### src/verilog/pdoc_pkg.sv
package pdoc_pkg;

    localparam int          ADDR_W              = 16;
    localparam int          DATA_W              = 8;
    localparam int          FB_W                = 12;
    localparam int          REFM_W              = 4;
    localparam int          DIVA_W              = 8;
    localparam int          MODE_W              = 3;
    localparam int          POL_W               = 2;

    // Register offsets
    localparam logic [15:0] ADDR_IO_UPDATE      = 16'h0005;
    localparam logic [15:0] ADDR_FB_LOW         = 16'h010D;
    localparam logic [15:0] ADDR_FB_HIGH        = 16'h010E;
    localparam logic [15:0] ADDR_REF_M          = 16'h010F;
    localparam logic [15:0] ADDR_DIV_A          = 16'h0110;
    localparam logic [15:0] ADDR_OUT0_CFG       = 16'h0111;

    // Field positions
    localparam int          IO_UPDATE_BIT       = 0;
    localparam int          FB_HIGH_LSB         = 0;
    localparam int          FB_HIGH_W           = 4;
    localparam int          FB_SPLIT            = 8;
    localparam int          OUT_PD_BIT          = 0;
    localparam int          OUT_POL_LSB         = 1;
    localparam int          OUT_MODE_LSB        = 3;

    // Reset values
    localparam logic [7:0]  RST_FB_LOW          = 8'h00;
    localparam logic [7:0]  RST_FB_HIGH         = 8'h00;
    localparam logic [7:0]  RST_REF_M           = 8'h00;
    localparam logic [7:0]  RST_DIV_A           = 8'h00;
    localparam logic [7:0]  RST_OUT0_CFG        = 8'h00;

    // Divider code ranges
    localparam logic [11:0] FB_BYPASS_MAX       = 12'h001;
    localparam logic [3:0]  REFM_DIV_MIN        = 4'h3;
    localparam logic [3:0]  REFM_DIV_MAX        = 4'hB;
    localparam logic [3:0]  REFM_NOCAL_MIN      = 4'hC;
    localparam logic [3:0]  REFM_NOCAL_MAX      = 4'hE;
    localparam logic [3:0]  REFM_RESET_STATE    = 4'hF;

    // Loop configurations one to four, coded from zero
    localparam logic [1:0]  LOOP_CFG_2          = 2'h1;
    localparam logic [1:0]  LOOP_CFG_4          = 2'h3;

    // Driver logic modes
    localparam logic [2:0]  MODE_DISABLED       = 3'h0;
    localparam logic [2:0]  MODE_HSTL           = 3'h1;
    localparam logic [2:0]  MODE_CMOS_BOTH      = 3'h4;
    localparam logic [2:0]  MODE_CMOS_TRUE      = 3'h5;
    localparam logic [2:0]  MODE_CMOS_COMP      = 3'h6;

    // Polarity codes
    localparam logic [1:0]  POL_NORM_INV        = 2'h0;
    localparam logic [1:0]  POL_NORM_NORM       = 2'h1;
    localparam logic [1:0]  POL_INV_INV         = 2'h2;
    localparam logic [1:0]  POL_INV_NORM        = 2'h3;

endpackage

### src/verilog/pdoc_top.sv
// Functional notes
// Feedback B value 0 or 1 bypasses that divider and forbids loop configuration two.
// Feedback B values 4 to 4095 divide by value; 2 and 3 undefined.
// Loop configuration four always bypasses the feedback B divider.
// Feedback B bits 11 to 8 sit in the low nibble of its high register.
// Reference M values 0 to 2 disable it; 3 to 11 divide by value.
// Reference M values 12 to 14 skip oscillator calibration after a change.
// Software writes 15 and updates, then new value and updates, to avoid calibration.
// Writing 1 to bit 0 at 0x0005 makes staged settings take effect.
// Software may skip the 15 sequence when it runs a calibration afterwards.
// Group A divider divides by value plus one; zero passes undivided.
// Group A divider powers down when all four drivers are off.
// Logic mode 000 disabled, 001 HSTL; 010, 011, 111 undefined.
// CMOS mode 100 drives both pins, 101 true only, 110 complement only.
// Polarity affects CMOS only; 00 gives true normal, complement inverted.
// Polarity 01 both normal, 10 both inverted, 11 true inverted only.
// Driver power-down bit 0 keeps driver active, 1 powers it down.
// Software never programs undefined feedback B or logic mode codes.
`timescale 1ns/1ps
module pdoc_top
    import pdoc_pkg::*;
#(
    parameter int ADDR_WIDTH = ADDR_W,
    parameter int DATA_WIDTH = DATA_W
)
(
    input  wire logic                  clock,
    input  wire logic                  rst,
    input  wire logic [ADDR_WIDTH-1:0] reg_addr,
    input  wire logic [DATA_WIDTH-1:0] reg_wdata,
    input  wire logic                  reg_wr,
    input  wire logic                  reg_rd,
    output logic      [DATA_WIDTH-1:0] reg_rdata,
    input  wire logic [1:0]            loop_config,
    input  wire logic [2:0]            other_drivers_off,
    input  wire logic                  vco_cal_done,
    output logic                       io_update_pulse,
    output logic                       loop2_allowed,
    output logic                       feedback_b_bypass,
    output logic                       feedback_b_tick,
    output logic                       reference_m_enabled,
    output logic                       reference_m_tick,
    output logic                       vco_cal_request,
    output logic                       group_a_divider_powered,
    output logic                       group_a_tick,
    output logic                       first_output_true_pin,
    output logic                       first_output_true_pin_en,
    output logic                       first_output_complement_pin,
    output logic                       first_output_complement_pin_en
);

    // Staged register images, written by software
    logic [7:0]          fb_low_r;
    logic [7:0]          fb_high_r;
    logic [7:0]          ref_m_r;
    logic [7:0]          div_a_r;
    logic [7:0]          out0_cfg_r;

    // Active settings, loaded on an update
    logic [FB_W-1:0]     fb_act_r;
    logic [REFM_W-1:0]   refm_act_r;
    logic [DIVA_W-1:0]   diva_act_r;
    logic [MODE_W-1:0]   mode_act_r;
    logic [POL_W-1:0]    pol_act_r;
    logic                pd_act_r;

    logic                upd_r;
    logic                wr_hit_upd;
    logic [FB_W-1:0]     fb_staged;
    logic [DATA_WIDTH-1:0] rdata_r;
    logic [DATA_WIDTH-1:0] rdata_nxt;

    logic [FB_W-1:0]     fb_cnt_r;
    logic                fb_tick_r;
    logic [REFM_W-1:0]   refm_cnt_r;
    logic                refm_tick_r;
    logic [DIVA_W-1:0]   diva_cnt_r;
    logic                diva_tick_r;
    logic                cal_pend_r;
    logic                cal_trigger;

    logic                fb_bypass;
    logic                refm_divides;
    logic                drv0_off;
    logic                diva_powered;
    logic                cmos_mode;
    logic                true_en;
    logic                comp_en;
    logic                true_inv;
    logic                comp_inv;
    logic                true_r;
    logic                comp_r;

    // Register writes
    always_ff @(posedge clock or posedge rst)
    begin
        if (rst)
        begin
            fb_low_r   <= RST_FB_LOW;
            fb_high_r  <= RST_FB_HIGH;
            ref_m_r    <= RST_REF_M;
            div_a_r    <= RST_DIV_A;
            out0_cfg_r <= RST_OUT0_CFG;
        end
        else if (reg_wr)
        begin
            case (reg_addr[15:0])
                ADDR_FB_LOW:   fb_low_r   <= reg_wdata;
                ADDR_FB_HIGH:  fb_high_r  <= {4'h0, reg_wdata[FB_HIGH_LSB +: FB_HIGH_W]};
                ADDR_REF_M:    ref_m_r    <= {4'h0, reg_wdata[REFM_W-1:0]};
                ADDR_DIV_A:    div_a_r    <= reg_wdata;
                ADDR_OUT0_CFG: out0_cfg_r <= {2'h0, reg_wdata[5:0]};
                default:       ;
            endcase
        end
    end

    // Low nibble of the high register carries bits 11 to 8
    assign fb_staged = {fb_high_r[FB_HIGH_LSB +: FB_HIGH_W], fb_low_r[FB_SPLIT-1:0]};

    // The update bit is self-clearing and always reads back zero
    assign wr_hit_upd = reg_wr && (reg_addr[15:0] == ADDR_IO_UPDATE) && reg_wdata[IO_UPDATE_BIT];

    always_ff @(posedge clock or posedge rst)
    begin
        if (rst)
            upd_r <= 1'b0;
        else
            upd_r <= wr_hit_upd;
    end

    // Staged values reach the dividers only on an update
    always_ff @(posedge clock or posedge rst)
    begin
        if (rst)
        begin
            fb_act_r   <= {RST_FB_HIGH[3:0], RST_FB_LOW};
            refm_act_r <= RST_REF_M[REFM_W-1:0];
            diva_act_r <= RST_DIV_A;
            mode_act_r <= RST_OUT0_CFG[OUT_MODE_LSB +: MODE_W];
            pol_act_r  <= RST_OUT0_CFG[OUT_POL_LSB +: POL_W];
            pd_act_r   <= RST_OUT0_CFG[OUT_PD_BIT];
        end
        else if (upd_r)
        begin
            fb_act_r   <= fb_staged;
            refm_act_r <= ref_m_r[REFM_W-1:0];
            diva_act_r <= div_a_r;
            mode_act_r <= out0_cfg_r[OUT_MODE_LSB +: MODE_W];
            pol_act_r  <= out0_cfg_r[OUT_POL_LSB +: POL_W];
            pd_act_r   <= out0_cfg_r[OUT_PD_BIT];
        end
    end

    // Read data is registered; unmapped offsets read zero
    always_comb
    begin
        rdata_nxt = '0;
        case (reg_addr[15:0])
            ADDR_FB_LOW:   rdata_nxt = fb_low_r;
            ADDR_FB_HIGH:  rdata_nxt = fb_high_r;
            ADDR_REF_M:    rdata_nxt = ref_m_r;
            ADDR_DIV_A:    rdata_nxt = div_a_r;
            ADDR_OUT0_CFG: rdata_nxt = out0_cfg_r;
            default:       rdata_nxt = '0;
        endcase
    end

    always_ff @(posedge clock or posedge rst)
    begin
        if (rst)
            rdata_r <= '0;
        else if (reg_rd)
            rdata_r <= rdata_nxt;
    end

    // Feedback B divider
    assign fb_bypass = (fb_act_r <= FB_BYPASS_MAX)
                    || (loop_config == LOOP_CFG_4);

    // Values 2 and 3 are left to divide by their value
    always_ff @(posedge clock or posedge rst)
    begin
        if (rst)
            {fb_cnt_r, fb_tick_r} <= '0;
        else if (fb_bypass || upd_r)
        begin
            fb_cnt_r  <= '0;
            fb_tick_r <= fb_bypass;
        end
        else if (fb_cnt_r >= fb_act_r - 12'h001)
        begin
            fb_cnt_r  <= '0;
            fb_tick_r <= 1'b1;
        end
        else
        begin
            fb_cnt_r  <= fb_cnt_r + 12'h001;
            fb_tick_r <= 1'b0;
        end
    end

    // Reference M divider; reset state and the no-calibration codes hold it still
    assign refm_divides = (refm_act_r >= REFM_DIV_MIN) && (refm_act_r <= REFM_DIV_MAX);

    always_ff @(posedge clock or posedge rst)
    begin
        if (rst)
            {refm_cnt_r, refm_tick_r} <= '0;
        else if (!refm_divides || upd_r)
        begin
            refm_cnt_r  <= '0;
            refm_tick_r <= 1'b0;
        end
        else if (refm_cnt_r >= refm_act_r - 4'h1)
        begin
            refm_cnt_r  <= '0;
            refm_tick_r <= 1'b1;
        end
        else
        begin
            refm_cnt_r  <= refm_cnt_r + 4'h1;
            refm_tick_r <= 1'b0;
        end
    end

    // A change of M asks for calibration unless it leaves or enters the reset state
    // or lands on a no-calibration code
    assign cal_trigger = upd_r
                      && (ref_m_r[REFM_W-1:0] != refm_act_r)
                      && (refm_act_r != REFM_RESET_STATE)
                      && (ref_m_r[REFM_W-1:0] != REFM_RESET_STATE)
                      && !((ref_m_r[REFM_W-1:0] >= REFM_NOCAL_MIN)
                           && (ref_m_r[REFM_W-1:0] <= REFM_NOCAL_MAX));

    // A new request wins over a completion in the same cycle
    always_ff @(posedge clock or posedge rst)
    begin
        if (rst)
            cal_pend_r <= 1'b0;
        else if (cal_trigger)
            cal_pend_r <= 1'b1;
        else if (vco_cal_done)
            cal_pend_r <= 1'b0;
    end

    // Group A divider, powered down when every driver of the group is off
    assign drv0_off     = pd_act_r
                       || (mode_act_r == MODE_DISABLED);
    assign diva_powered = !(drv0_off && (&other_drivers_off));

    always_ff @(posedge clock or posedge rst)
    begin
        if (rst)
            {diva_cnt_r, diva_tick_r} <= '0;
        else if (!diva_powered || upd_r)
        begin
            diva_cnt_r  <= '0;
            diva_tick_r <= 1'b0;
        end
        else if (diva_cnt_r >= diva_act_r)
        begin
            diva_cnt_r  <= '0;
            diva_tick_r <= 1'b1;
        end
        else
        begin
            diva_cnt_r  <= diva_cnt_r + 8'h01;
            diva_tick_r <= 1'b0;
        end
    end

    // Output driver; undefined modes are kept quiet rather than guessed
    always_comb
    begin
        cmos_mode = 1'b0;
        true_en   = 1'b0;
        comp_en   = 1'b0;
        case (mode_act_r)
            MODE_HSTL:      {cmos_mode, true_en, comp_en} = 3'h3;
            MODE_CMOS_BOTH: {cmos_mode, true_en, comp_en} = 3'h7;
            MODE_CMOS_TRUE: {cmos_mode, true_en, comp_en} = 3'h6;
            MODE_CMOS_COMP: {cmos_mode, true_en, comp_en} = 3'h5;
            default:        {cmos_mode, true_en, comp_en} = 3'h0;
        endcase
        if (pd_act_r)
        begin
            true_en = 1'b0;
            comp_en = 1'b0;
        end
    end

    // HSTL is always a true/complement pair; polarity only bends CMOS
    // Polarity bit 1 inverts the true pin, bit 0 lifts the complement's inversion
    assign true_inv = cmos_mode && pol_act_r[1];
    assign comp_inv = !(cmos_mode && pol_act_r[0]);

    // Disabled pins park low so that nothing toggles behind a closed driver
    always_ff @(posedge clock or posedge rst)
    begin
        if (rst)
            {true_r, comp_r} <= 2'h0;
        else
        begin
            true_r <= true_en && (diva_tick_r ^ true_inv);
            comp_r <= comp_en && (diva_tick_r ^ comp_inv);
        end
    end

    assign reg_rdata                      = rdata_r;
    assign io_update_pulse                = upd_r;
    assign loop2_allowed                  = !(fb_act_r <= FB_BYPASS_MAX);
    assign feedback_b_bypass              = fb_bypass;
    assign feedback_b_tick                = fb_tick_r;
    assign reference_m_enabled            = refm_divides;
    assign reference_m_tick               = refm_tick_r;
    assign vco_cal_request                = cal_pend_r;
    assign group_a_divider_powered        = diva_powered;
    assign group_a_tick                   = diva_tick_r;
    assign first_output_true_pin          = true_r;
    assign first_output_true_pin_en       = true_en;
    assign first_output_complement_pin    = comp_r;
    assign first_output_complement_pin_en = comp_en;

endmodule

### config.mk
export PLATFORM = sky130hd
export DESIGN_NAME = pdoc_top
export DESIGN_NICKNAME = d
export VERILOG_FILES = /design/src/verilog/pdoc_pkg.sv /design/src/verilog/pdoc_top.sv
export SDC_FILE = /design/constraint.sdc
export NUM_CORES = 1
export LEC_CHECK = 0
export BUFFER_PORTS_ARGS = -buffer_cell sky130_fd_sc_hd__buf_2
export CORE_MARGIN = 8
export CORE_UTILIZATION = 40
export DETAILED_ROUTE_END_ITERATION = 16
export SLEW_MARGIN = 10
export SYNTH_ARGS = -nofsm -noshare
export SYNTH_HDL_FRONTEND = slang
export SYNTH_SLANG_ARGS = --single-unit
### constraint.sdc
create_clock -name clock -period 3.8 [get_ports clock]
set_input_delay 0.76 -clock clock [delete_from_list [all_inputs] [get_ports clock]]
set_output_delay 0.76 -clock clock [all_outputs]
set_load 0.05 [all_outputs]
==> flow_summary.toml <==
[drt]
ant_nets = 0
vias = 3577
vias_per_cell = 5.13
drt_iter0_drc = 239
dr.pass1.iters = 4
wl_per_cell_um = 15.4
wl_um = 10800
drc = 0

[worst_setup_path]
r2r_end = "feedback_b_tick$_DFF_PP0_"
end_kind = "output port"
cp-start-kind = "flop"
slowest_stage = "or4_4"
cp_data_arrival_time_ns = 2.53
crit_path_max_incr_delay_ns = 0.55
cp_max_fo = 5
ff2ff_path_depth = 10
required_ns = 3.04
crit_chain = "or4_4, or4_4, or3_4, nand2_1, buf_2"
path_common_cell = "or4_4"
worstReg2RegStart = "fb_act_r[5]$_DFFE_PP0P_"
critical_path_class = "flop to output port"
rrSetupSlack_ns = 0.80

[global_route]
grt.overflow.total = 0
grt_pass1_wl_um = 18400
first_global_vias = 3646
grt_start_max_net_pins = 57
antenna_found_initial = 0
globalRouteTotalUtil_pct = 14.0

[clock_tree]
clock_latency_ns = 0.34
cts_setup_buffers = 0
clock_path_buffers = 2
cts_sinks = 99
cts_resized = 0
ctsRootBufferMaster = "clkbuf_16"
clk_transition_reported_paths_ns = 0.07
cts_buffers = 9
htreeDepth = 3
postCtsHoldBufs = 0
cts_tree = "yes"

[synth]
synth_cell_type_count = 42
synthArstFlopShare_pct = 100
ys.flop_type = "dfrtp_1"
synth_top_area_share_pct = 48.8
yosys.area.top_type = "dfrtp_1"
synth_cells = 465
yosysSeqAreaShare_pct = 48.8
ys_warn_count = 0
syn_nets = 530
syn_area_per_cell_sq_um = 10.9
synth_seq_cells = 99
synth_edf_count = 0
synth_area_leaders = "dfrtp_1 49%, mux2_2 12%, ha_1 7.6%"
syn_area_sq_um = 5070

[layout]
areaGrowthSynthToFinish_pct = 14.7
final_layout_size_suffix_gt1_share_pct = 25.1
nFillCells = 1173
finalNetCount = 585
diodes = 0
utilization_pct = 46.5
final_common_cell = "dfrtp_1"
fin_area_sq_um = 5820
mostFrequentLayoutCells = "99 x dfrtp_1, 54 x buf_2, 52 x mux2_2, 36 x nor2_1, 31 x ha_1"

[sta]
hold_viol_final = 0
worst_clock_skew_ns = 0.0104
final.setup.tns_ns = 0
max_freq_mhz = 304
rsz0062_at_grt = "false"
period_minus_slack_ns = 3.29
final_max_slew_viol_count = 0
worst-slew-pin-transition_ns = 0.844
hold_ws_ns = 0.489
setup_violations = 0
slew_headroom_pct = 43.7
min_period_over_period_pct = 86.6

[placement]
place.gp.congestion = 0.785
placed_cell_area_sq_um = 5540
place_hpwl_um = 8130
portBuffers = 54

[floorplan]
die_y_um = 129
start_util_pct = 40.5
die_w_um = 129
core_sq_um = 12500
num_rows = 41
design.die.area_sq_um = 16500
io-pin-count = 55

[power_and_ir_drop]
ir_drop_mv = 0.214
p_leak_nw = 2.81
power.density_nw_per_um2 = 347
p_total_mw = 2.02

[hold_path]
hold_class = "flop to flop"
hp-start = "refm_cnt_r[0]$_DFF_PP0_"
min_path_cells = 1
min_to = "refm_cnt_r[0]$_DFF_PP0_"

[outcome]
status = "finished clean"

[run]
cap_violations = 0
stage by stage:
stage / setup slack [ns] / std cells
finish: 0.511 / 697
global route: 0.441 / 697
CTS: 0.498 / 697
detailed placement: 0.799 / 681
global placement: 0.871 / 681
floorplan: 0.450 / 465
kinds of logic after synthesis:
| logic type | count (synthesis) | synth area share (%) |
|---|---|---|
| fa+ha+maj | 31 | 7.65 |
| simple gates | 143 | 14.4 |
| mux | 53 | 11.7 |
| compound gates | 60 | 7.82 |
| flops | 99 | 48.8 |
| buf+inv | 43 | 3.33 |
| xor+xnor | 36 | 6.22 |
cells in the mapped netlist (2+ instances only):
cell type and count:
a21o_1 9, a21oi_1 9, a222oi_1 3, a22oi_1 8, a31oi_1 4, and2_1 2
and3_1 3, and4_1 2, buf_1 2, clkbuf_1 10, dfrtp_1 99, ha_1 31
inv_1 30, mux2_2 52, nand2_1 29, nand2b_1 4, nand3_1 19, nand4_1 3
nor2_1 36, nor3_1 27, nor4_1 8, nor4_2 2, o2111ai_1 2, o21ai_0 15
o22ai_1 4, or4_4 2, xnor2_1 20, xor2_1 16
per-layer routing:
metal | vias up | GRT usage, % | share of wire (%)
li1 | 1762 | - | -
met1 | 1726 | 18.5 | 48
met2 | 79 | 22.2 | 46
met3 | 10 | 3.60 | 4.3
met4 | 0 | 4.35 | 1.4
met5 | - | 0 | 0
area by class of cell:
cell class	count	area (sq um)	share of cell area, %
sequential	99	2480	42.6
inverter	30	115	1.98
timing repair buffer	57	305	5.25
clock inverter	4	33.8	0.581
clock buffer	12	246	4.24
multi-input combinational	323	2430	41.7
tap	172	215	3.70
worst max-delay path: cells and delay by family (launching register included):
family        cells  cell delay (ns)
simple gates      4             1.49
flops             1             0.44
buf+inv           1             0.27
report_power, final:
part | internal, mW | leakage, nW | switching [mW]
Clock | 0.467 | 0.127 | 0.398
Combinational | 0.0248 | 1.32 | 0.0661
Sequential | 1.06 | 1.37 | 0.00349
Total | 1.55 | 2.81 | 0.468
worst max-delay path by stage:
| stage | from | to | slack (ns) |
|---|---|---|---|
| 4_1_cts | fb_act_r[5]$_DFFE_PP0P_ | feedback_b_bypass | 0.50 |
| 2_1_floorplan | rst | div_a_r[0]$_DFFE_PP0P_ | 0.45 |
| 3_5_place_dp | fb_act_r[5]$_DFFE_PP0P_ | feedback_b_tick$_DFF_PP0_ | 0.80 |
| 3_3_place_gp | fb_act_r[5]$_DFFE_PP0P_ | feedback_b_tick$_DFF_PP0_ | 0.87 |
| 5_1_grt | fb_act_r[5]$_DFFE_PP0P_ | feedback_b_bypass | 0.44 |
| 6_report | fb_act_r[5]$_DFFE_PP0P_ | feedback_b_bypass | 0.51 |
flip-flops by register name (all words and copies together) (netlist names):
register,flops
pd_act_r,1
fb_high_r,4
first_output_complement_pin,1
div_a_r,8
fb_cnt_r,12
out0_cfg_r,6
diva_cnt_r,8
reference_m_tick,1
pol_act_r,2
refm_act_r,4
vco_cal_request,1
ref_m_r,4
io_update_pulse,1
group_a_tick,1
fb_low_r,8
first_output_true_pin,1
mode_act_r,3
reg_rdata,8
diva_act_r,8
fb_act_r,12
refm_cnt_r,4
feedback_b_tick,1
(Power assumes the default switching activity.)
